$ cat src/design/tlcf_defines.svh
// constants of the two-level capability flow filter
// assumes nothing; included by the package and the design modules
`ifndef TLCF_DEFINES_SVH
`define TLCF_DEFINES_SVH
// ========================================
// permission bitfield layout; scope flag and new permissions placed here
`define TLCF_PW 9
`define TLCF_P_R 0
`define TLCF_P_W 1
`define TLCF_P_C 2
`define TLCF_P_LM 3
`define TLCF_P_X 4
`define TLCF_P_ASR 5
`define TLCF_P_SL 6
`define TLCF_P_LG 7
`define TLCF_P_GL 8
`define TLCF_TYPEW 4
`define TLCF_ADDRW 32
// ========================================
// root capability permissions
`define TLCF_ROOT_EXEC_PERMS 9'h1bd
`define TLCF_ROOT_DATA_PERMS 9'h1ef
// ========================================
// register offsets and reset values
`define TLCF_REG_CTRL 4'h0
`define TLCF_REG_STRIPS 4'h4
`define TLCF_REG_ATTENS 4'h8
`define TLCF_REG_LASTOP 4'hc
`define TLCF_CTRL_RESET 1'h1
`endif

$ cat src/design/tlcf_pkg.sv
// types shared by the capability flow filter modules
// assumes the defines header is on the include path
package tlcf_pkg;
`include "tlcf_defines.svh"
  typedef struct packed {
    logic tag;
    logic [`TLCF_TYPEW-1:0] otype;
    logic [`TLCF_PW-1:0] perms;
    logic [`TLCF_ADDRW-1:0] addr;
  } tlcf_cap_t;

  typedef enum logic [3:0] {
    TLCF_OP_LOAD = 4'h1,
    TLCF_OP_STORE = 4'h2,
    TLCF_OP_PCLR = 4'h3,
    TLCF_OP_PREAD = 4'h4,
    TLCF_OP_SUBSET = 4'h5,
    TLCF_OP_BUILD = 4'h6,
    TLCF_OP_SUNSEAL = 4'h7,
    TLCF_OP_ROOTX = 4'h8,
    TLCF_OP_ROOTD = 4'h9
  } tlcf_op_t;

  // clear refinements whose prerequisites are gone
  function automatic logic [`TLCF_PW-1:0] tlcf_fix_deps(input logic [`TLCF_PW-1:0] p);
    logic [`TLCF_PW-1:0] q;
    q = p;
    if (!(p[`TLCF_P_C] && p[`TLCF_P_R])) q[`TLCF_P_LG] = 1'b0;
    if (!(p[`TLCF_P_C] && p[`TLCF_P_W])) q[`TLCF_P_SL] = 1'b0;
    return q;
  endfunction
endpackage

$ cat src/design/tlcf_cap_if.sv
// interface between the top and one capability filter
// assumes the package is compiled first
`timescale 1ns/1ns
interface tlcf_cap_if;
  import tlcf_pkg::*;
  logic en;
  tlcf_cap_t auth;
  tlcf_cap_t data;
  tlcf_cap_t res;
  logic hit;
  modport filt(input en, input auth, input data, output res, output hit);
  modport user(output en, output auth, output data, input res, input hit);
endinterface

$ cat src/design/tlcf_store_filter.sv
// combinational filter for capabilities written to memory
// assumes the caller registers its result
`timescale 1ns/1ns
module tlcf_store_filter (
  tlcf_cap_if.filt f
);
  import tlcf_pkg::*;
  `include "tlcf_defines.svh"
  logic refine;
  // refinement only counts when the authority may write capabilities at all
  assign refine = f.en && f.auth.perms[`TLCF_P_C] && f.auth.perms[`TLCF_P_W];
  // local value through an authority without store-local loses its tag
  assign f.hit = refine && !f.auth.perms[`TLCF_P_SL] && f.data.tag &&
    !f.data.perms[`TLCF_P_GL];
  always_comb begin
    f.res = f.data;
    if (f.hit) begin
      f.res.tag = 1'b0;
    end
  end
endmodule // tlcf_store_filter

$ cat src/design/tlcf_load_filter.sv
// combinational filter for capabilities read from memory
// assumes the caller registers its result
`timescale 1ns/1ns
module tlcf_load_filter (
  tlcf_cap_if.filt f
);
  import tlcf_pkg::*;
  `include "tlcf_defines.svh"
  logic refine;
  logic sealed;
  assign refine = f.en && f.auth.perms[`TLCF_P_C] && f.auth.perms[`TLCF_P_R];
  assign sealed = f.data.otype != '0;
  assign f.hit = refine && f.data.tag && !f.auth.perms[`TLCF_P_LG];
  // implicit clear: the scope flag goes even on sealed values
  always_comb begin
    f.res = f.data;
    if (f.hit) begin
      f.res.perms[`TLCF_P_GL] = 1'b0;
      if (!sealed) begin
        f.res.perms[`TLCF_P_LG] = 1'b0;
      end
    end
    // base load-mutable attenuation drops write, so store-local goes too
    if (refine && f.data.tag && !sealed && !f.auth.perms[`TLCF_P_LM]) begin
      f.res.perms[`TLCF_P_W] = 1'b0;
      f.res.perms[`TLCF_P_LM] = 1'b0;
      f.res.perms = tlcf_fix_deps(f.res.perms);
    end
  end
endmodule // tlcf_load_filter

$ cat src/design/tlcf_top.sv
// two-level capability flow filter: load/store filtering and capability ops
// assumes requests come from logic on the same clock, one per cycle at most
// Functional notes
// - store local via non-store-local authority clears tag
// - store-local counts only with transfer and store-data
// - unsealed load without load-wide clears flag, permission
// - sealed load without load-wide clears flag only
// - load-wide counts only with transfer and load-data
// - one scope bit, 1 wide, 0 local
// - derivation clears scope flag, never sets it
// - permission clear drops scope flag even sealed
// - dependent permissions cleared with their prerequisites
// - load-mutable attenuation also clears store-local
// - subset needs second local or first wide
// - build tag needs template local or authority wide
// - sentry unseal scope is AND of both flags
// - roots are wide with their required permissions
// - scope and new permissions sit in permission field
//
// The placing of the registers and strobed register access are this design's own decisions.
`timescale 1ns/1ns
`include "tlcf_defines.svh"
module tlcf_top (
  input wire logic clock,
  input wire logic rst,
  input wire logic [3:0] reg_addr,
  input wire logic [31:0] reg_wdata,
  input wire logic reg_wr,
  input wire logic reg_rd,
  output logic [31:0] reg_rdata,
  input wire logic op_valid,
  input wire tlcf_pkg::tlcf_op_t op_code,
  input wire tlcf_pkg::tlcf_cap_t op_auth,
  input wire tlcf_pkg::tlcf_cap_t op_data,
  input wire logic [`TLCF_PW-1:0] op_mask,
  output logic res_valid,
  output tlcf_pkg::tlcf_cap_t res_cap,
  output logic [31:0] res_word
);
  import tlcf_pkg::*;

  // ========================================
  // filter instances
  tlcf_cap_if st_if();
  tlcf_cap_if ld_if();
  logic levels_en;
  assign st_if.en = levels_en;
  assign st_if.auth = op_auth;
  assign st_if.data = op_data;
  assign ld_if.en = levels_en;
  assign ld_if.auth = op_auth;
  assign ld_if.data = op_data;

  tlcf_store_filter u_store (
    .f(st_if.filt)
  );

  tlcf_load_filter u_load (
    .f(ld_if.filt)
  );

  // ========================================
  // operation datapath
  tlcf_cap_t next_cap;
  logic [31:0] next_word;
  logic a_sealed;
  logic b_sealed;
  logic perm_sub;
  logic [`TLCF_PW-1:0] clr_mask;
  assign a_sealed = op_auth.otype != '0;
  assign b_sealed = op_data.otype != '0;
  // scope bit lives in the permission field, so plain subset covers it
  assign perm_sub = (op_data.perms & ~op_auth.perms) == '0;

  always_comb begin
    next_cap = op_data;
    next_word = 32'h0;
    clr_mask = op_mask;
    case (op_code)
      TLCF_OP_LOAD: begin
        next_cap = ld_if.res;
      end
      TLCF_OP_STORE: begin
        next_cap = st_if.res;
      end
      TLCF_OP_PCLR: begin
        // sealed values may only lose the scope flag
        if (b_sealed) begin
          clr_mask = op_mask & (`TLCF_PW'(1) << `TLCF_P_GL);
        end
        next_cap.perms = tlcf_fix_deps(op_data.perms & ~clr_mask);
        if (b_sealed) begin
          next_cap.perms = op_data.perms & ~clr_mask;
        end
      end
      TLCF_OP_PREAD: begin
        next_word = {{(32 - `TLCF_PW){1'b0}}, op_data.perms};
      end
      TLCF_OP_SUBSET: begin
        // first operand is op_data, second is op_auth
        next_word = {31'h0, perm_sub && op_data.tag == op_auth.tag &&
          (!op_auth.perms[`TLCF_P_GL] || op_data.perms[`TLCF_P_GL])};
      end
      TLCF_OP_BUILD: begin
        // a wide template needs a wide authority, else no tag
        next_cap.tag = op_auth.tag && !a_sealed && perm_sub &&
          (!op_data.perms[`TLCF_P_GL] || op_auth.perms[`TLCF_P_GL]);
      end
      TLCF_OP_SUNSEAL: begin
        next_cap.otype = '0;
        next_cap.tag = op_data.tag && op_auth.tag;
        next_cap.perms[`TLCF_P_GL] = op_data.perms[`TLCF_P_GL] &&
          op_auth.perms[`TLCF_P_GL];
      end
      TLCF_OP_ROOTX: begin
        next_cap = '0;
        next_cap.tag = 1'b1;
        next_cap.perms = `TLCF_ROOT_EXEC_PERMS;
      end
      TLCF_OP_ROOTD: begin
        next_cap = '0;
        next_cap.tag = 1'b1;
        next_cap.perms = `TLCF_ROOT_DATA_PERMS;
      end
      default: begin
        next_cap = op_data;
      end
    endcase
  end

  // ========================================
  // result registers
  tlcf_op_t res_op;
  always_ff @(posedge clock or posedge rst) begin
    if (rst) begin
      res_valid <= 1'b0;
      res_cap <= '0;
      res_word <= 32'h0;
      res_op <= TLCF_OP_LOAD;
    end else begin
      res_valid <= op_valid;
      if (op_valid) begin
        res_cap <= next_cap;
        res_word <= next_word;
        res_op <= op_code;
      end
    end
  end

  // ========================================
  // software registers
  logic [15:0] strips;
  logic [15:0] attens;
  // control: bit 0 enables both flow filters
  always_ff @(posedge clock or posedge rst) begin
    if (rst) begin
      levels_en <= `TLCF_CTRL_RESET;
    end else if (reg_wr && reg_addr == `TLCF_REG_CTRL) begin
      levels_en <= reg_wdata[0];
    end
  end

  // event counters: a write clears, an event in that cycle still counts
  always_ff @(posedge clock or posedge rst) begin
    if (rst) begin
      strips <= 16'h0;
    end else if (op_valid && op_code == TLCF_OP_STORE && st_if.hit) begin
      strips <= (reg_wr && reg_addr == `TLCF_REG_STRIPS) ? 16'h1 : strips + 16'h1;
    end else if (reg_wr && reg_addr == `TLCF_REG_STRIPS) begin
      strips <= 16'h0;
    end
  end

  always_ff @(posedge clock or posedge rst) begin
    if (rst) begin
      attens <= 16'h0;
    end else if (op_valid && op_code == TLCF_OP_LOAD && ld_if.hit) begin
      attens <= (reg_wr && reg_addr == `TLCF_REG_ATTENS) ? 16'h1 : attens + 16'h1;
    end else if (reg_wr && reg_addr == `TLCF_REG_ATTENS) begin
      attens <= 16'h0;
    end
  end

  // read data one cycle after the strobe, zero otherwise and when unmapped
  always_ff @(posedge clock or posedge rst) begin
    if (rst) begin
      reg_rdata <= 32'h0;
    end else if (!reg_rd) begin
      reg_rdata <= 32'h0;
    end else if (reg_addr == `TLCF_REG_CTRL) begin
      reg_rdata <= {31'h0, levels_en};
    end else if (reg_addr == `TLCF_REG_STRIPS) begin
      reg_rdata <= {16'h0, strips};
    end else if (reg_addr == `TLCF_REG_ATTENS) begin
      reg_rdata <= {16'h0, attens};
    end else if (reg_addr == `TLCF_REG_LASTOP) begin
      reg_rdata <= {28'h0, res_op};
    end else begin
      reg_rdata <= 32'h0;
    end
  end
endmodule // tlcf_top

$ cat config.mk
export PLATFORM = sky130hd
export DESIGN_NAME = tlcf_top
export DESIGN_NICKNAME = d
export VERILOG_FILES = /design/src/design/tlcf_pkg.sv /design/src/design/tlcf_cap_if.sv /design/src/design/tlcf_store_filter.sv /design/src/design/tlcf_load_filter.sv /design/src/design/tlcf_top.sv
export VERILOG_INCLUDE_DIRS = /design/src /design/src/design
export SDC_FILE = /design/constraint.sdc
export NUM_CORES = 1
export LEC_CHECK = 0
export ABC_AREA = 1
export BUFFER_PORTS_ARGS = -buffer_cell sky130_fd_sc_hd__buf_2
export CAP_MARGIN = 20
export CELL_PAD_IN_SITES_DETAIL_PLACEMENT = 1
export CELL_PAD_IN_SITES_GLOBAL_PLACEMENT = 2
export CORE_UTILIZATION = 28
export CTS_CLUSTER_DIAMETER = 120
export DETAILED_ROUTE_END_ITERATION = 10
export MAX_ROUTING_LAYER = met4
export PLACE_DENSITY_LB_ADDON = 0.1
export SLEW_MARGIN = 20
export SYNTH_ARGS = -nofsm -noshare
export SYNTH_HDL_FRONTEND = slang
export SYNTH_SLANG_ARGS = --single-unit
$ cat constraint.sdc
create_clock -name clock -period 7.15 [get_ports clock]
set_input_delay 0.715 -clock clock [delete_from_list [all_inputs] [get_ports clock]]
set_output_delay 0.715 -clock clock [all_outputs]
set_load 0.005 [all_outputs]
After elaboration in Yosys (flattened, before gate mapping). Index checks and enable logic that the tools add are counted.

Register bits: 148. Output and inout port bits: 111.

Add/sub/neg operators: 2. Equality and inequality tests: 13. Mux-type cells: 27. Bitwise operators: 4. Reduce and logical (&&, ||, !) cells: 44.

Operators with widths (count): $mux W16 (10); $add A16 B1 Y16 const B (2); $mux W32 (1); $pmux W8 S4 (1); $logic_and A1 B1 Y1 (27); $mux W8 (3); $eq A4 B3 Y1 const B (5); $and A9 B9 Y9 (2); $not A9 Y9 (2); $pmux W9 S2 (1); $eq A4 B4 Y1 const B (4); $logic_not A9 Y1 (1); $mux W9 (1); $eq A4 B2 Y1 const B (2); $mux W4 (2); $pmux W1 S4 (2); $reduce_bool A4 Y1 (2); $logic_not A1 Y1 (7); $mux W1 (5); $eq A4 B1 Y1 const B (1); $logic_not A4 Y1 (1); $reduce_bool A2 Y1 (2); $reduce_or A3 Y1 (1); $logic_or A1 B1 Y1 (2); 3 further kinds (3).

Logic depth before layout (Yosys ltp). Gate-level depths: netlist of the first run.

Depth after elaboration: 9. Depth in mapped cells: 10.

By module. A second synthesis of the first run with hierarchy kept.

Cells, all modules: 1028. Area total of the unflattened synthesis: 7195.7 um^2.

By module, submodules not included: tlcf_top (instances 1, cells an instance 907, area an instance 6396.1 um^2, sequential area each 2730.1 um^2); tlcf_load_filter (instances 1, cells an instance 69, area an instance 429.2 um^2, sequential area each 0.0 um^2); tlcf_store_filter (instances 1, cells an instance 52, area an instance 370.4 um^2, sequential area each 0.0 um^2).

Worst setup path after synthesis of the first run. Ideal clock, no wire load.

Path kind: in2reg. Start point: input port reg_addr[1]. End point: register attens[8]. Arrival: 1.593 ns. Required time: 7.024 ns. Path slack: 5.431 ns. Stages: 7. Buffers on the path: 1. Cells stage by stage: nor2_1 > inv_1 > nor3_4 > nand2_4 > buf_2 > nand4_1 > o21ai_0.

Longest elaborated chain between the ends: 4. Elaborated cells on any way between the ends: 5. Those cells by class: eq/ne: 1; mux: 2; reduce/logical: 2.

Ends and longest elaborated chain: from (decl) (RTL line tlcf_top.sv:26) `input wire logic [3:0] reg_addr,`; $eq A4 B4 Y1 (no source line) (*); $logic_and A1 B1 Y1 (no source line) (*); $mux W16 (RTL line tlcf_top.sv:178) `` attens <= (reg_wr && reg_addr == `TLCF_REG_ATTENS) ? 16'h1 : attens + 16'h1; ``; $mux W16 (RTL line tlcf_top.sv:177) `end else if (op_valid && op_code == TLCF_OP_LOAD && ld_if.hit) begin`; to (signal assigned) (RTL line tlcf_top.sv:178); to (decl) (RTL line tlcf_top.sv:153) `logic [15:0] attens;`.

Every way passes the cells marked *; elsewhere a longest branch is shown, timed or not. A chain may end at the register's enable or synchronous reset.

Worst setup path in the final report of the first run.
Start point: input port reg_addr[1]. End point: register strips[7].

Longest elaborated chain between the ends: 4. Elaborated cells on any way between the ends: 5. Those cells by class: eq/ne: 1; mux: 2; reduce/logical: 2.

Ends and longest elaborated chain: $eq A4 B3 Y1 (no source line) (*); $logic_and A1 B1 Y1 (no source line) (*); $mux W16 (RTL line tlcf_top.sv:168) `` strips <= (reg_wr && reg_addr == `TLCF_REG_STRIPS) ? 16'h1 : strips + 16'h1; ``; $mux W16 (RTL line tlcf_top.sv:167) `end else if (op_valid && op_code == TLCF_OP_STORE && st_if.hit) begin`; to (signal assigned) (RTL line tlcf_top.sv:168); to (decl) (RTL line tlcf_top.sv:152) `logic [15:0] strips;`.

Marks and branches as above.

==> implementation parameters, run 1 <==
Parameter                              Value

Run status
  Result of the run    completed

Final layout
  Area of all sequential standard cells    0.002730 mm^2
  Footprint of the multi-input gates    0.002591 mm^2
  Net count, final    1019
  Post-synthesis to final-layout area growth    20.09%
  Commonest non-fill, non-tap cell in the layout    nand2_1
  Number of fillers in the final layout    2540
  Fraction of final layout cells sized beyond drive strength 1    0.2343
  Most used cells in the layout excluding fill and tap cells    nand2_1, buf_2, dfrtp_1, nor2_1, inv_1
  Number of cells in the finished layout apart from fillers    1148

Floorplanning
  Die X-Extent    146.8 um
  Effective utilization at floorplan    0.2882
  Floorplan die height    between 100 and 150 um
  Standard-cell row count    52
  Area inside the core boundary    0.02036 mm^2
  Top-level port count    257
  Overall die area    0.02154 mm^2

Global routing
  Total global routing overflow    0
  Initial antenna violation count    2
  Wire length of the first global-routing pass    30520 um
  Overall track demand over capacity in global routing    0.1867
  Pin count of the biggest net entering global routing    63
  Number of global-route vias before repair    ~5700

STA
  Post-Route Setup TNS    0 ns
  Tcrit/Tclk final    0.3493
  Worst slew margin relative to its limit    0.4382
  Transition at the pin with the smallest max-transition slack    0.8426 ns
  Time the worst path needs with I/O delays and setup    around 2.5 ns
  Fin Clk Skew    0.01149 ns
  Number of failing setup endpoints in the final timing report    0
  Final hold violation count    0
  Pins over their slew limit    0
  Unrepaired setup endpoints after global routing    false
  Highest achievable clock rate    400.4 MHz

Critical path
  Crit path top cell by count    inv_2
  Data arrival time of the critical path    between 2 and 3 ns
  Buf+Inv Stages, Crit Path    4
  Category of the worst setup path capture point    register
  Required arrival time at the worst endpoint    about 7.4 ns
  Critical Path Source Type    primary input
  Max incr delay on CP    about 0.50 ns
  Critical path's slowest cell    nor2_2
  Critical-path cell list    buf_2, nor2_1, inv_1, nor2_2, nand2_1, inv_2, nor2_4, inv_2, o21ai_1
  Family of cells with the greatest summed delay on the critical path    simple AND/OR/NAND/NOR gates
  Critical path class    primary input to register
  Highest fanout seen on the critical path    15

Routing
  DRC violation count after routing    0
  Routed via count divided by cell count    4.669
  Iter 0 DRT Violations    198
  Via count of the routed design    5360
  Number of nets with antenna violations after routing    0
  Routed wire length    18970 um
  Count of TritonRoute iterations in the first routing pass    4
  Average wire per standard cell    16.52 um

Yosys
  Number of enable-type register cells in the synthesized netlist    0
  Leading register cell type out of synthesis    dfrtp_1
  Dominant combinational cell family by area after synthesis    simple AND/OR/NAND/NOR gates
  Share of synthesized cell area in and, or, nand and nor gates    0.2701
  Synth top area share    0.4563
  Instance count of the mapped netlist    between 700 and 800
  Number of distinct library cells after synthesis    just over 40
  Post-synthesis sequential area ratio    0.4652
  Fraction of registers with async set/reset    1.000
  Fraction of the mapped netlist area in adder cells    0.006397
  Number of flip-flops and latches in the synthesized netlist    109
  Area fraction in compound gates after synthesis    0.1296
  Fraction of synthesized area in multiplexers    0
  Post-synthesis area per instance    8.128 um^2
  Post-synthesis share of cell area spent on xor and xnor gates    0.01045
  Top post-synthesis cells by area    dfrtp_1, nand2_1, buf_4
  Syn Std Cell Area    0.005868 mm^2
  Post-synthesis cell type with the largest combined area    dfrtp_1
  Number of warning messages in the yosys log    0

Placed design
  Count of input and output buffers    approximately 150
  Post-DP HPWL    14310 um
  GPL Wtd Cong    0.8038
  Cell count after placement    1129

CTS
  Post-CTS Setup Inserts    0
  Maximum clock insertion buffer count    2
  Number of sinks on the clock net    between 100 and 150
  Number of H-tree levels    3
  TritonCTS clock tree    done
  Source-to-sink clock delay at the later pin of the worst-skew pair    0.38 ns
  # resized after CTS    0
  Hold-fix buffers, CTS    0
  Clock slew at the register clock pins of the worst setup and hold paths    0.08 ns
  Clock tree root driver cell    clkbuf_16
  Number of buffers created by CTS    9

Power
  Total leakage power    0.003576 uW
  Maximum vdd ir drop    around 120 uV
  Power per Cell Area    204.8 mW/mm^2

Flow run
  Number of maximum-capacitance violations    0

Min path
  Worst hold path class    primary input to asynchronous set/reset pin
## path summary, 6_finish.rpt
path / from / endpoint / slack [ns] / cells past startpoint
worst max-delay path: reg_addr[1] / strips[7] / 4.65 / 9
worst min-delay path: rst / res_cap[26] / 0.42 / 2
worst max register to register: ld_if.en / strips[7] / 5.20 / 7
worst min register to register: res_word[0] / res_word[0] / 0.48 / 2
max in group asynchronous: rst / attens[14] / 5.45 / 3
min in group clock: res_word[0] / res_word[0] / 0.48 / 2
## logic make-up after synthesis
| family | Yosys count |
|---|---|
| other | 1 |
| XOR/XNOR | 7 |
| AND/OR/NAND/NOR | 352 |
| flip-flops | 109 |
| AO/OA/AOI/OAI | 119 |
| buffers and inverters | 131 |
| adder cells (fa/ha/maj) | 3 |
## registers in the layout, summed over array words and instances (netlist names)
signal / cells
res_op: 4
reg_rdata: 16
ld_if.en: 1
res_word: 9
res_valid: 1
strips: 16
res_cap: 46
attens: 16
## power breakdown
part	internal, uW	switching (uW)	total (uW)
logic	78.0	121	199
registers	664	43.2	708
clock network	253	283	536
total	996	447	1440
## per-layer routing
metal	track usage	routed length, um	share of wire	up-vias
met1	0.2258	8474	0.45	2619
met3	0.05000	1032	0.054	13
li1	-	-	-	2603
met4	0.03958	165	0.0087	0
met2	0.3107	9296	0.49	125
met5	-	0	0	-
## cell usage after synthesis (all sizes together), types with 2 or more instances
library cell,n
dfrtp,107
buf,50
and2,2
o31ai,2
nand4,23
o21ai,50
nand3,48
inv,73
xor2,6
ha,3
clkbuf,7
dfstp,2
nor3,10
a22o,32
o21bai,2
nand2,187
a31oi,2
a21oi,25
nor2,80
a32o,3
## stage by stage
stage,area [um^2],setup slack [ns],utilization,total power (uW),hold slack (ns)
4_1_cts,7039,4.629,0.3457,1468,0.4326
3_5_place_dp,6725,4.246,0.3302,922.1,0.4671
3_3_place_gp,6725,4.226,0.3302,914.4,0.4642
6_report,7047,4.653,0.3460,1443,0.4197
2_1_floorplan,6011,3.564,-,833.6,0.4479
5_1_grt,7044,4.440,0.3459,1519,0.4562
## worst reg2reg max path: cells and delay by family, from the launching register on
family	cells	cell delay, ns
AND/OR/NAND/NOR	4	0.75
AO/OA/AOI/OAI	1	0.08
flip-flops	1	0.56
buffers and inverters	2	0.44
## area by class of cell
| class | count | share of cell area |
|---|---|---|
| antenna | 3 | 0.001065 |
| clock buffer | 9 | 0.03196 |
| clock inverter | 7 | 0.01261 |
| inverter | 74 | 0.03977 |
| multi-input combinational | 520 | 0.3677 |
| sequential | 109 | 0.3874 |
| tap | 270 | 0.04794 |
| timing repair buffer | 156 | 0.1115 |
Power figures use the tool's default switching activity.
==> inputs of run 2 (changes only) <==
--- a/config.mk
+++ b/config.mk
@@ -11,7 +11,7 @@
 export CAP_MARGIN = 20
 export CELL_PAD_IN_SITES_DETAIL_PLACEMENT = 1
 export CELL_PAD_IN_SITES_GLOBAL_PLACEMENT = 2
-export CORE_UTILIZATION = 28
+export CORE_UTILIZATION = 26
 export CTS_CLUSTER_DIAMETER = 120
 export DETAILED_ROUTE_END_ITERATION = 10
 export MAX_ROUTING_LAYER = met4
==> constraint.sdc (replaced) <==
create_clock -name clock -period 2.5 [get_ports clock]
set_input_delay 0.25 -clock clock [delete_from_list [all_inputs] [get_ports clock]]
set_output_delay 0.25 -clock clock [all_outputs]
set_load 0.005 [all_outputs]
==> run 2 against run 1 <==
  * Sequential share of layout area decreased by 0.46 points
  * Sequential power increased to 2.9 times the previous value
  * Clock-buffer cell count unchanged
  * Highest routed layer unchanged
  * Global-route usage decreased by 1.3 points
  * Setup slack got worse by 4.0 ns
  * The run now ends with DRC, hold timing left
  * Critical endpoint is now strips[6]
  * Non-clock buffer count increased by 7
==> implementation parameters, run 2 (synthesized netlist as in run 1, its figures left out) <==
Parameter                              Value

Run status
  Result of the run    finished with violations (was completed)
  Failing checks    DRC, hold timing

Global routing
  Number of global-route vias before repair    5719 (was 5727)
  Overall track demand over capacity in global routing    0.1735 (was 0.1867)
  Wire length of the first global-routing pass    30660 um (was 30520 um)
  Initial antenna violation count    6 (was 2)
  Total global routing overflow    0 (unchanged)
  Pin count of the biggest net entering global routing    55 (was 63)

Routing
  Routed via count divided by cell count    4.644 (was 4.669)
  DRC violation count after routing    4 (was 0)
  Met3 wire len    1021 um (was 1032 um)
  WL met2    9322 um (was 9296 um)
  Top routing layer in use    met4 (unchanged)
  Iter 0 DRT Violations    210 (was 198)
  Average wire per standard cell    16.55 um (was 16.52 um)
  Count of TritonRoute iterations in the first routing pass    7 (was 4)
  Number of nets with antenna violations after routing    0 (unchanged)
  Routed wire length    19330 um (was 18970 um)
  Met1 wire length    8747 um (was 8474 um)
  Via count of the routed design    5424 (was 5360)

Critical path
  Data arrival time of the critical path    2.13 ns (was 2.75 ns)
  Category of the worst setup path capture point    register (unchanged)
  Reg-to-reg critical path endpoint    strips[6] (was strips[7])
  Highest fanout seen on the critical path    12 (was 15)
  Crit path top cell by count    inv_2 (unchanged)
  Critical path class    register to register (was primary input to register)
  Family of cells with the greatest summed delay on the critical path    simple AND/OR/NAND/NOR gates (unchanged)
  Required arrival time at the worst endpoint    2.75 ns (was 7.40 ns)
  Max incr delay on CP    0.55 ns (was 0.50 ns)
  Critical path's slowest cell    dfstp_2 (was nor2_2)
  Register-to-register setup slack    0.62 ns (was 5.20 ns)
  Buf+Inv Stages, Crit Path    2 (was 4)
  Critical R2R Launch    ld_if.en (unchanged)
  Critical-path cell list    nand3_1, nor2_1, nand3_2, inv_2, nor2_4, inv_2, o21ai_1 (was buf_2, nor2_1, inv_1, nor2_2, nand2_1, inv_2, nor2_4, inv_2, o21ai_1)
  Critical Path Source Type    register (was primary input)
  R2r worst-path depth    7 (unchanged)

Power
  Power per Cell Area    584.3 mW/mm^2 (was 204.8 mW/mm^2)
  Maximum vdd ir drop    324.8 uV (was 121.8 uV)
  Total leakage power    0.003609 uW (was 0.003576 uW)

Placed design
  GPL Wtd Cong    0.7942 (was 0.8038)
  Post-DP HPWL    14990 um (was 14310 um)
  Worst slack, placed    0.5728 ns (was 4.246 ns)
  Placed standard-cell area    0.006804 mm^2 (was 0.006725 mm^2)
  Cell count after placement    1146 (was 1129)
  Count of input and output buffers    154 (unchanged)

Floorplanning
  Area inside the core boundary    0.02196 mm^2 (was 0.02036 mm^2)
  Floorplan die height    152.2 um (was 146.8 um)
  Effective utilization at floorplan    0.2672 (was 0.2882)
  Top-level port count    257 (unchanged)
  Overall die area    0.02317 mm^2 (was 0.02154 mm^2)
  Die X-Extent    152.2 um (was 146.8 um)
  Standard-cell row count    54 (was 52)

STA
  Transition at the pin with the smallest max-transition slack    0.7085 ns (was 0.8426 ns)
  Post-Route Setup TNS    0 ns (unchanged)
  Hold Slack    -0.02321 ns (was 0.4197 ns)
  Tcrit/Tclk final    0.7529
  Unrepaired setup endpoints after global routing    false (unchanged)
  Final hold violation count    22 (was 0)
  Fin Clk Skew    0.01089 ns (was 0.01149 ns)
  Number of failing setup endpoints in the final timing report    0 (unchanged)
  Highest achievable clock rate    531.3 MHz
  Minimum setup slack in the final design    0.6176 ns (was 4.653 ns)
  Time the worst path needs with I/O delays and setup    1.882 ns
  Worst slew margin relative to its limit    0.5277 (was 0.4382)
  Pins over their slew limit    0 (unchanged)

Final layout
  Fraction of final layout cells sized beyond drive strength 1    0.2404 (was 0.2343)
  Largest register FFs    46 (unchanged)
  Reg with most FFs    res_cap (unchanged)
  Final instance area    0.007131 mm^2 (was 0.007047 mm^2)
  Number of cells in the finished layout apart from fillers    1168 (was 1148)
  Commonest non-fill, non-tap cell in the layout    nand2_1 (unchanged)
  Post-synthesis to final-layout area growth    21.51% (was 20.09%)
  Net count, final    1026 (was 1019)
  Most used cells in the layout excluding fill and tap cells    nand2_1, buf_2, dfrtp_1, nor2_1, inv_1 (unchanged)

CTS
  Number of H-tree levels    3 (unchanged)
  Post-CTS Setup Inserts    0 (unchanged)
  TritonCTS clock tree    done (unchanged)
  # resized after CTS    0 (unchanged)
  Maximum clock insertion buffer count    2 (unchanged)
  Clock slew at the register clock pins of the worst setup and hold paths    0.08 ns (about the same)
  Hold-fix buffers, CTS    0 (unchanged)
  Source-to-sink clock delay at the later pin of the worst-skew pair    0.36 ns (was 0.38 ns)
  Clock tree root driver cell    clkbuf_16 (unchanged)
  Number of sinks on the clock net    109 (unchanged)
  Number of buffers created by CTS    9 (unchanged)

Min path
  Worst hold path class    primary input to asynchronous set/reset pin (unchanged)

Flow run
  Number of maximum-capacitance violations    0 (unchanged)
## run 2: metal layers
metal,track usage,vias up
met2,0.2866,151
met1,0.2113,2647
met3,0.04181,19
met5,-,-
met4,0.04568,0
li1,-,2607
## run 2: per-stage QoR
| stage | utilization | power [uW] |
|---|---|---|
| floorplan | - | 2385 |
| global placement | 0.3099 | 2629 |
| detailed placement | 0.3099 | 2654 |
| CTS | 0.3240 | 4246 |
| global route | 0.3247 | 4369 |
| finish | 0.3247 | 4166 |
## run 2: layout make-up
class,instances,area (um^2)
repair buffers,163,850.8
clock inverters,7,86.33
flip-flops and latches,109,2730
well taps,280,350.3
clock buffers,9,225.2
diodes,6,15.01
inverters,74,281.5
multi-input cells,520,2591
fillers,2687,14830
## run 2: report_power, final
| group | switching [uW] | total, uW | internal, uW |
|---|---|---|---|
| combinational | 351 | 582 | 231 |
| sequential | 127 | 2030 | 1900 |
| clock | 753 | 1560 | 805 |
## run 2: worst max-delay path by stage
stage | from | endpoint | slack, ns | cells past startpoint
CTS | ld_if.en | strips[6] | 0.56 | 7
global route | ld_if.en | strips[6] | 0.45 | 7
floorplan | rst | attens[0] | 0.94 | 1
detailed placement | ld_if.en | strips[6] | 0.57 | 7
finish | ld_if.en | strips[6] | 0.62 | 7
global placement | ld_if.en | strips[0] | 0.60 | 7
==> inputs of run 3 (changes only) <==
--- a/config.mk
+++ b/config.mk
@@ -6,12 +6,12 @@
 export SDC_FILE = /design/constraint.sdc
 export NUM_CORES = 1
 export LEC_CHECK = 0
-export ABC_AREA = 1
+export ABC_AREA = 0
 export BUFFER_PORTS_ARGS = -buffer_cell sky130_fd_sc_hd__buf_2
 export CAP_MARGIN = 20
 export CELL_PAD_IN_SITES_DETAIL_PLACEMENT = 1
 export CELL_PAD_IN_SITES_GLOBAL_PLACEMENT = 2
-export CORE_UTILIZATION = 26
+export CORE_UTILIZATION = 27
 export CTS_CLUSTER_DIAMETER = 120
 export DETAILED_ROUTE_END_ITERATION = 10
 export MAX_ROUTING_LAYER = met4
==> constraint.sdc (replaced) <==
create_clock -name clock -period 1.74 [get_ports clock]
set_input_delay 0.174 -clock clock [delete_from_list [all_inputs] [get_ports clock]]
set_output_delay 0.174 -clock clock [all_outputs]
set_load 0.005 [all_outputs]
==> run 3 against run 2 <==
  * Total power rose by 42%
  * Flip-flop and latch count did not move
  * Sequential power rose by 34%
  * Global-route usage rose by 2.2 points
  * Critical endpoint is now attens[10]
  * Routed wire length fell by 1.1%
  * Critical path depth fell by 2
  * Worst hold slack improved by 0.061 ns
  * Clock skew barely moved
  * Clock power rose by 56%
  * The run ends with setup timing left
==> implementation parameters, run 3 <==
Parameter                              Value

Run status
  Result of the run    finished with violations (unchanged)
  Failing checks    setup timing (was DRC, hold timing)

Critical path
  Reg-to-reg critical path endpoint    attens[10] (was strips[6])
  Critical Path Source Type    register (unchanged)
  Data arrival time of the critical path    2.23 ns (was 2.13 ns)
  R2r worst-path depth    5 (was 7)
  Critical path class    register to register (unchanged)
  Required arrival time at the worst endpoint    2.04 ns (was 2.75 ns)
  Register-to-register setup slack    -0.19 ns (was 0.62 ns)
  Category of the worst setup path capture point    register (unchanged)
  Critical R2R Launch    ld_if.en (unchanged)
  Highest fanout seen on the critical path    5 (was 12)

Global routing
  Overall track demand over capacity in global routing    0.1952 (was 0.1735)
  Initial antenna violation count    1 (was 6)
  Total global routing overflow    0 (unchanged)
  Wire length of the first global-routing pass    29920 um (was 30660 um)
  Number of global-route vias before repair    5306 (was 5719)
  Pin count of the biggest net entering global routing    76 (was 55)

Floorplanning
  Floorplan die height    144.6 um (was 152.2 um)
  Top-level port count    257 (unchanged)
  Die X-Extent    144.6 um (was 152.2 um)
  Area inside the core boundary    0.01972 mm^2 (was 0.02196 mm^2)
  Standard-cell row count    51 (was 54)
  Overall die area    0.02092 mm^2 (was 0.02317 mm^2)
  Effective utilization at floorplan    0.2786 (was 0.2672)

Routing
  Iter 0 DRT Violations    265 (was 210)
  DRC violation count after routing    0 (was 4)
  Number of nets with antenna violations after routing    0 (unchanged)
  Routed wire length    19110 um (was 19330 um)
  Via count of the routed design    5134 (was 5424)
  Count of TritonRoute iterations in the first routing pass    4 (was 7)
  Routed via count divided by cell count    4.899 (was 4.644)
  Average wire per standard cell    18.24 um (was 16.55 um)

Min path
  Worst hold path class    primary input to register (was primary input to asynchronous set/reset pin)
  Min-delay src    op_data[31]
  Hold Path End    res_cap[31]
  Hold Path Stages    3

STA
  Final hold violation count    0 (was 22)
  Time the worst path needs with I/O delays and setup    1.933 ns (was 1.882 ns)
  Unrepaired setup endpoints after global routing    true (was false)
  Worst slew margin relative to its limit    0.5913 (was 0.5277)
  Number of failing setup endpoints in the final timing report    25 (was 0)
  Pins over their slew limit    0 (unchanged)
  Post-Route Setup TNS    -3.309 ns (was 0 ns)
  Fin Clk Skew    0.01092 ns (was 0.01089 ns)
  Tcrit/Tclk final    1.111 (was 0.7529)
  Highest achievable clock rate    517.4 MHz (was 531.3 MHz)
  Transition at the pin with the smallest max-transition slack    0.6131 ns (was 0.7085 ns)
  Minimum setup slack in the final design    -0.1926 ns (was 0.6176 ns)

Yosys
  Dominant combinational cell family by area after synthesis    simple AND/OR/NAND/NOR gates (unchanged)
  Number of distinct library cells after synthesis    57 (was 41)
  Top post-synthesis cells by area    dfrtp_1, buf_4, o2bb2ai_1 (was dfrtp_1, nand2_1, buf_4)
  Leading register cell type out of synthesis    dfrtp_1 (unchanged)
  Number of flip-flops and latches in the synthesized netlist    109 (unchanged)
  Fraction of synthesized area in multiplexers    0.03120 (was 0)
  Post-synthesis area per instance    9.846 um^2 (was 8.128 um^2)
  Area fraction in compound gates after synthesis    0.1854 (was 0.1296)
  Number of enable-type register cells in the synthesized netlist    0 (unchanged)
  Fraction of registers with async set/reset    1.000 (unchanged)
  Number of warning messages in the yosys log    0 (unchanged)
  Post-synthesis cell type with the largest combined area    dfrtp_1 (unchanged)
  Post-synthesis share of cell area spent on xor and xnor gates    0.003188 (was 0.01045)
  Syn Std Cell Area    0.005494 mm^2 (was 0.005868 mm^2)
  Commonest cells in the netlist    dfrtp_1, nand2_1, buf_4, nor2_1 (was nand2_1, dfrtp_1, nor2_1, inv_1, nand3_1)
  Synth top area share    0.4874 (was 0.4563)
  Post-synthesis sequential area ratio    0.4969 (was 0.4652)
  Fraction of the mapped netlist area in adder cells    0.006832 (was 0.006397)
  Most frequently used cell type in the post-synthesis netlist    dfrtp_1 (was nand2_1)
  Share of synthesized cell area in and, or, nand and nor gates    0.1899 (was 0.2701)
  Instance count of the mapped netlist    558 (was 722)

Final layout
  Footprint of the multi-input gates    0.002721 mm^2 (was 0.002591 mm^2)
  Largest register FFs    46 (unchanged)
  Post-synthesis to final-layout area growth    39.67% (was 21.51%)
  Reg with most FFs    res_cap (unchanged)
  Fraction of final layout cells sized beyond drive strength 1    0.4041 (was 0.2404)
  Most used cells in the layout excluding fill and tap cells    buf_2, dfrtp_1, buf_4, nand2_1, conb_1 (was nand2_1, buf_2, dfrtp_1, nor2_1, inv_1)
  Area of all sequential standard cells    0.002730 mm^2 (unchanged)
  Commonest non-fill, non-tap cell in the layout    buf_2 (was nand2_1)
  Final core area utilization    0.3892 (was 0.3247)
  Number of fillers in the final layout    2304 (was 2687)
  Net count, final    926 (was 1026)

Power
  Maximum vdd ir drop    498.8 uV (was 324.8 uV)
  Power per Cell Area    772.5 mW/mm^2 (was 584.3 mW/mm^2)
  Total leakage power    0.003610 uW (was 0.003609 uW)

CTS
  Number of buffers created by CTS    9 (unchanged)
  TritonCTS clock tree    done (unchanged)
  Number of sinks on the clock net    109 (unchanged)
  Clock tree root driver cell    clkbuf_16 (unchanged)
  Maximum clock insertion buffer count    2 (unchanged)
  Clock slew at the register clock pins of the worst setup and hold paths    0.08 ns (about the same)
  Source-to-sink clock delay at the later pin of the worst-skew pair    0.37 ns (was 0.36 ns)
  Number of H-tree levels    3 (unchanged)

Placed design
  Count of input and output buffers    154 (unchanged)
  Post-DP HPWL    13830 um (was 14990 um)
  GPL Wtd Cong    0.8023 (was 0.7942)

Flow run
  Number of maximum-capacitance violations    0 (unchanged)
[run 3: cell types whose count changed after synthesis, moves of 25 or more]
cell | before | now
o21ai_0 | 42 | 17
inv_1 | 64 | 17
o2bb2ai_1 | 0 | 32
nand3_1 | 46 | 14
nor2_1 | 74 | 33
nand2_1 | 180 | 62
[run 3: what timing repair did]
action,in CTS,in global routing
gates resized for setup,31,43
hold buffers,1,0
buffers inserted,5,3
endpoints found under the setup margin,24,28
gates cloned,1,1
hold endpoints to repair,107,0
pin swaps,12,20
[run 3: worst max-delay path, cell delays in order (launching register included)]
cell and delay [ns]:
dfstp_2 0.55, nand4_1 0.12, buf_4 0.18, or3_4 0.38, or4_4 0.50, a21oi_2 0.13
[run 3: worst max path at each step]
stage / slack, ns / depth (start not counted) / end / startpoint
final: -0.19 / 5 / attens[10] / ld_if.en
after global routing: -0.25 / 7 / strips[3] / ld_if.en
after CTS: -0.17 / 5 / attens[10] / ld_if.en
after detailed placement: -0.30 / 4 / attens[10] / ld_if.en
after global placement: -0.17 / 6 / strips[14] / op_auth[38]
after floorplan: -0.18 / 5 / attens[11] / ld_if.en
[run 3: kinds of logic after synthesis]
| logic type | Yosys count |
|---|---|
| AND/OR/NAND/NOR | 199 |
| multiplexers | 15 |
| flip-flops | 109 |
| AO/OA/AOI/OAI | 143 |
| other | 1 |
| adder cells (fa/ha/maj) | 3 |
| XOR/XNOR | 2 |
| buffers and inverters | 86 |
[run 3: stage by stage]
| step | instances | area (um^2) | hold WS [ns] | worst slack [ns] | total power (uW) |
|---|---|---|---|---|---|
| 2_1_floorplan | 596 | 5652 | 0.2054 | -0.1798 | 3169 |
| 3_3_place_gp | 1020 | 6917 | 0.3430 | -0.1745 | 3511 |
| 3_5_place_dp | 1020 | 6917 | 0.3485 | -0.3023 | 3530 |
| 6_report | 1048 | 7674 | 0.03734 | -0.1926 | 5928 |
| 5_1_grt | 1048 | 7674 | 0.02578 | -0.2516 | 6197 |
| 4_1_cts | 1043 | 7445 | 0.02416 | -0.1676 | 5983 |
[run 3: layout make-up]
class / instances / area share
inverters: 18 / 0.009294
diodes: 1 / 0.0003261
repair buffers: 237 / 0.1921
multi-input cells: 402 / 0.3546
flip-flops and latches: 109 / 0.3558
clock inverters: 5 / 0.01174
well taps: 265 / 0.04321
clock buffers: 11 / 0.03294
[run 3: power breakdown]
part           internal [uW]  leakage, uW  switching (uW)
combinational            345      0.00203             419
clock                   1360     0.000166            1070
sequential              2660      0.00142            69.7
[run 3: layer usage]
metal	vias to the layer above	track usage	wire length, um
met5	-	-	0
met4	0	0.06870	301
met3	19	0.02152	763
met2	154	0.3087	9139
met1	2559	0.2586	8910
li1	2402	-	-
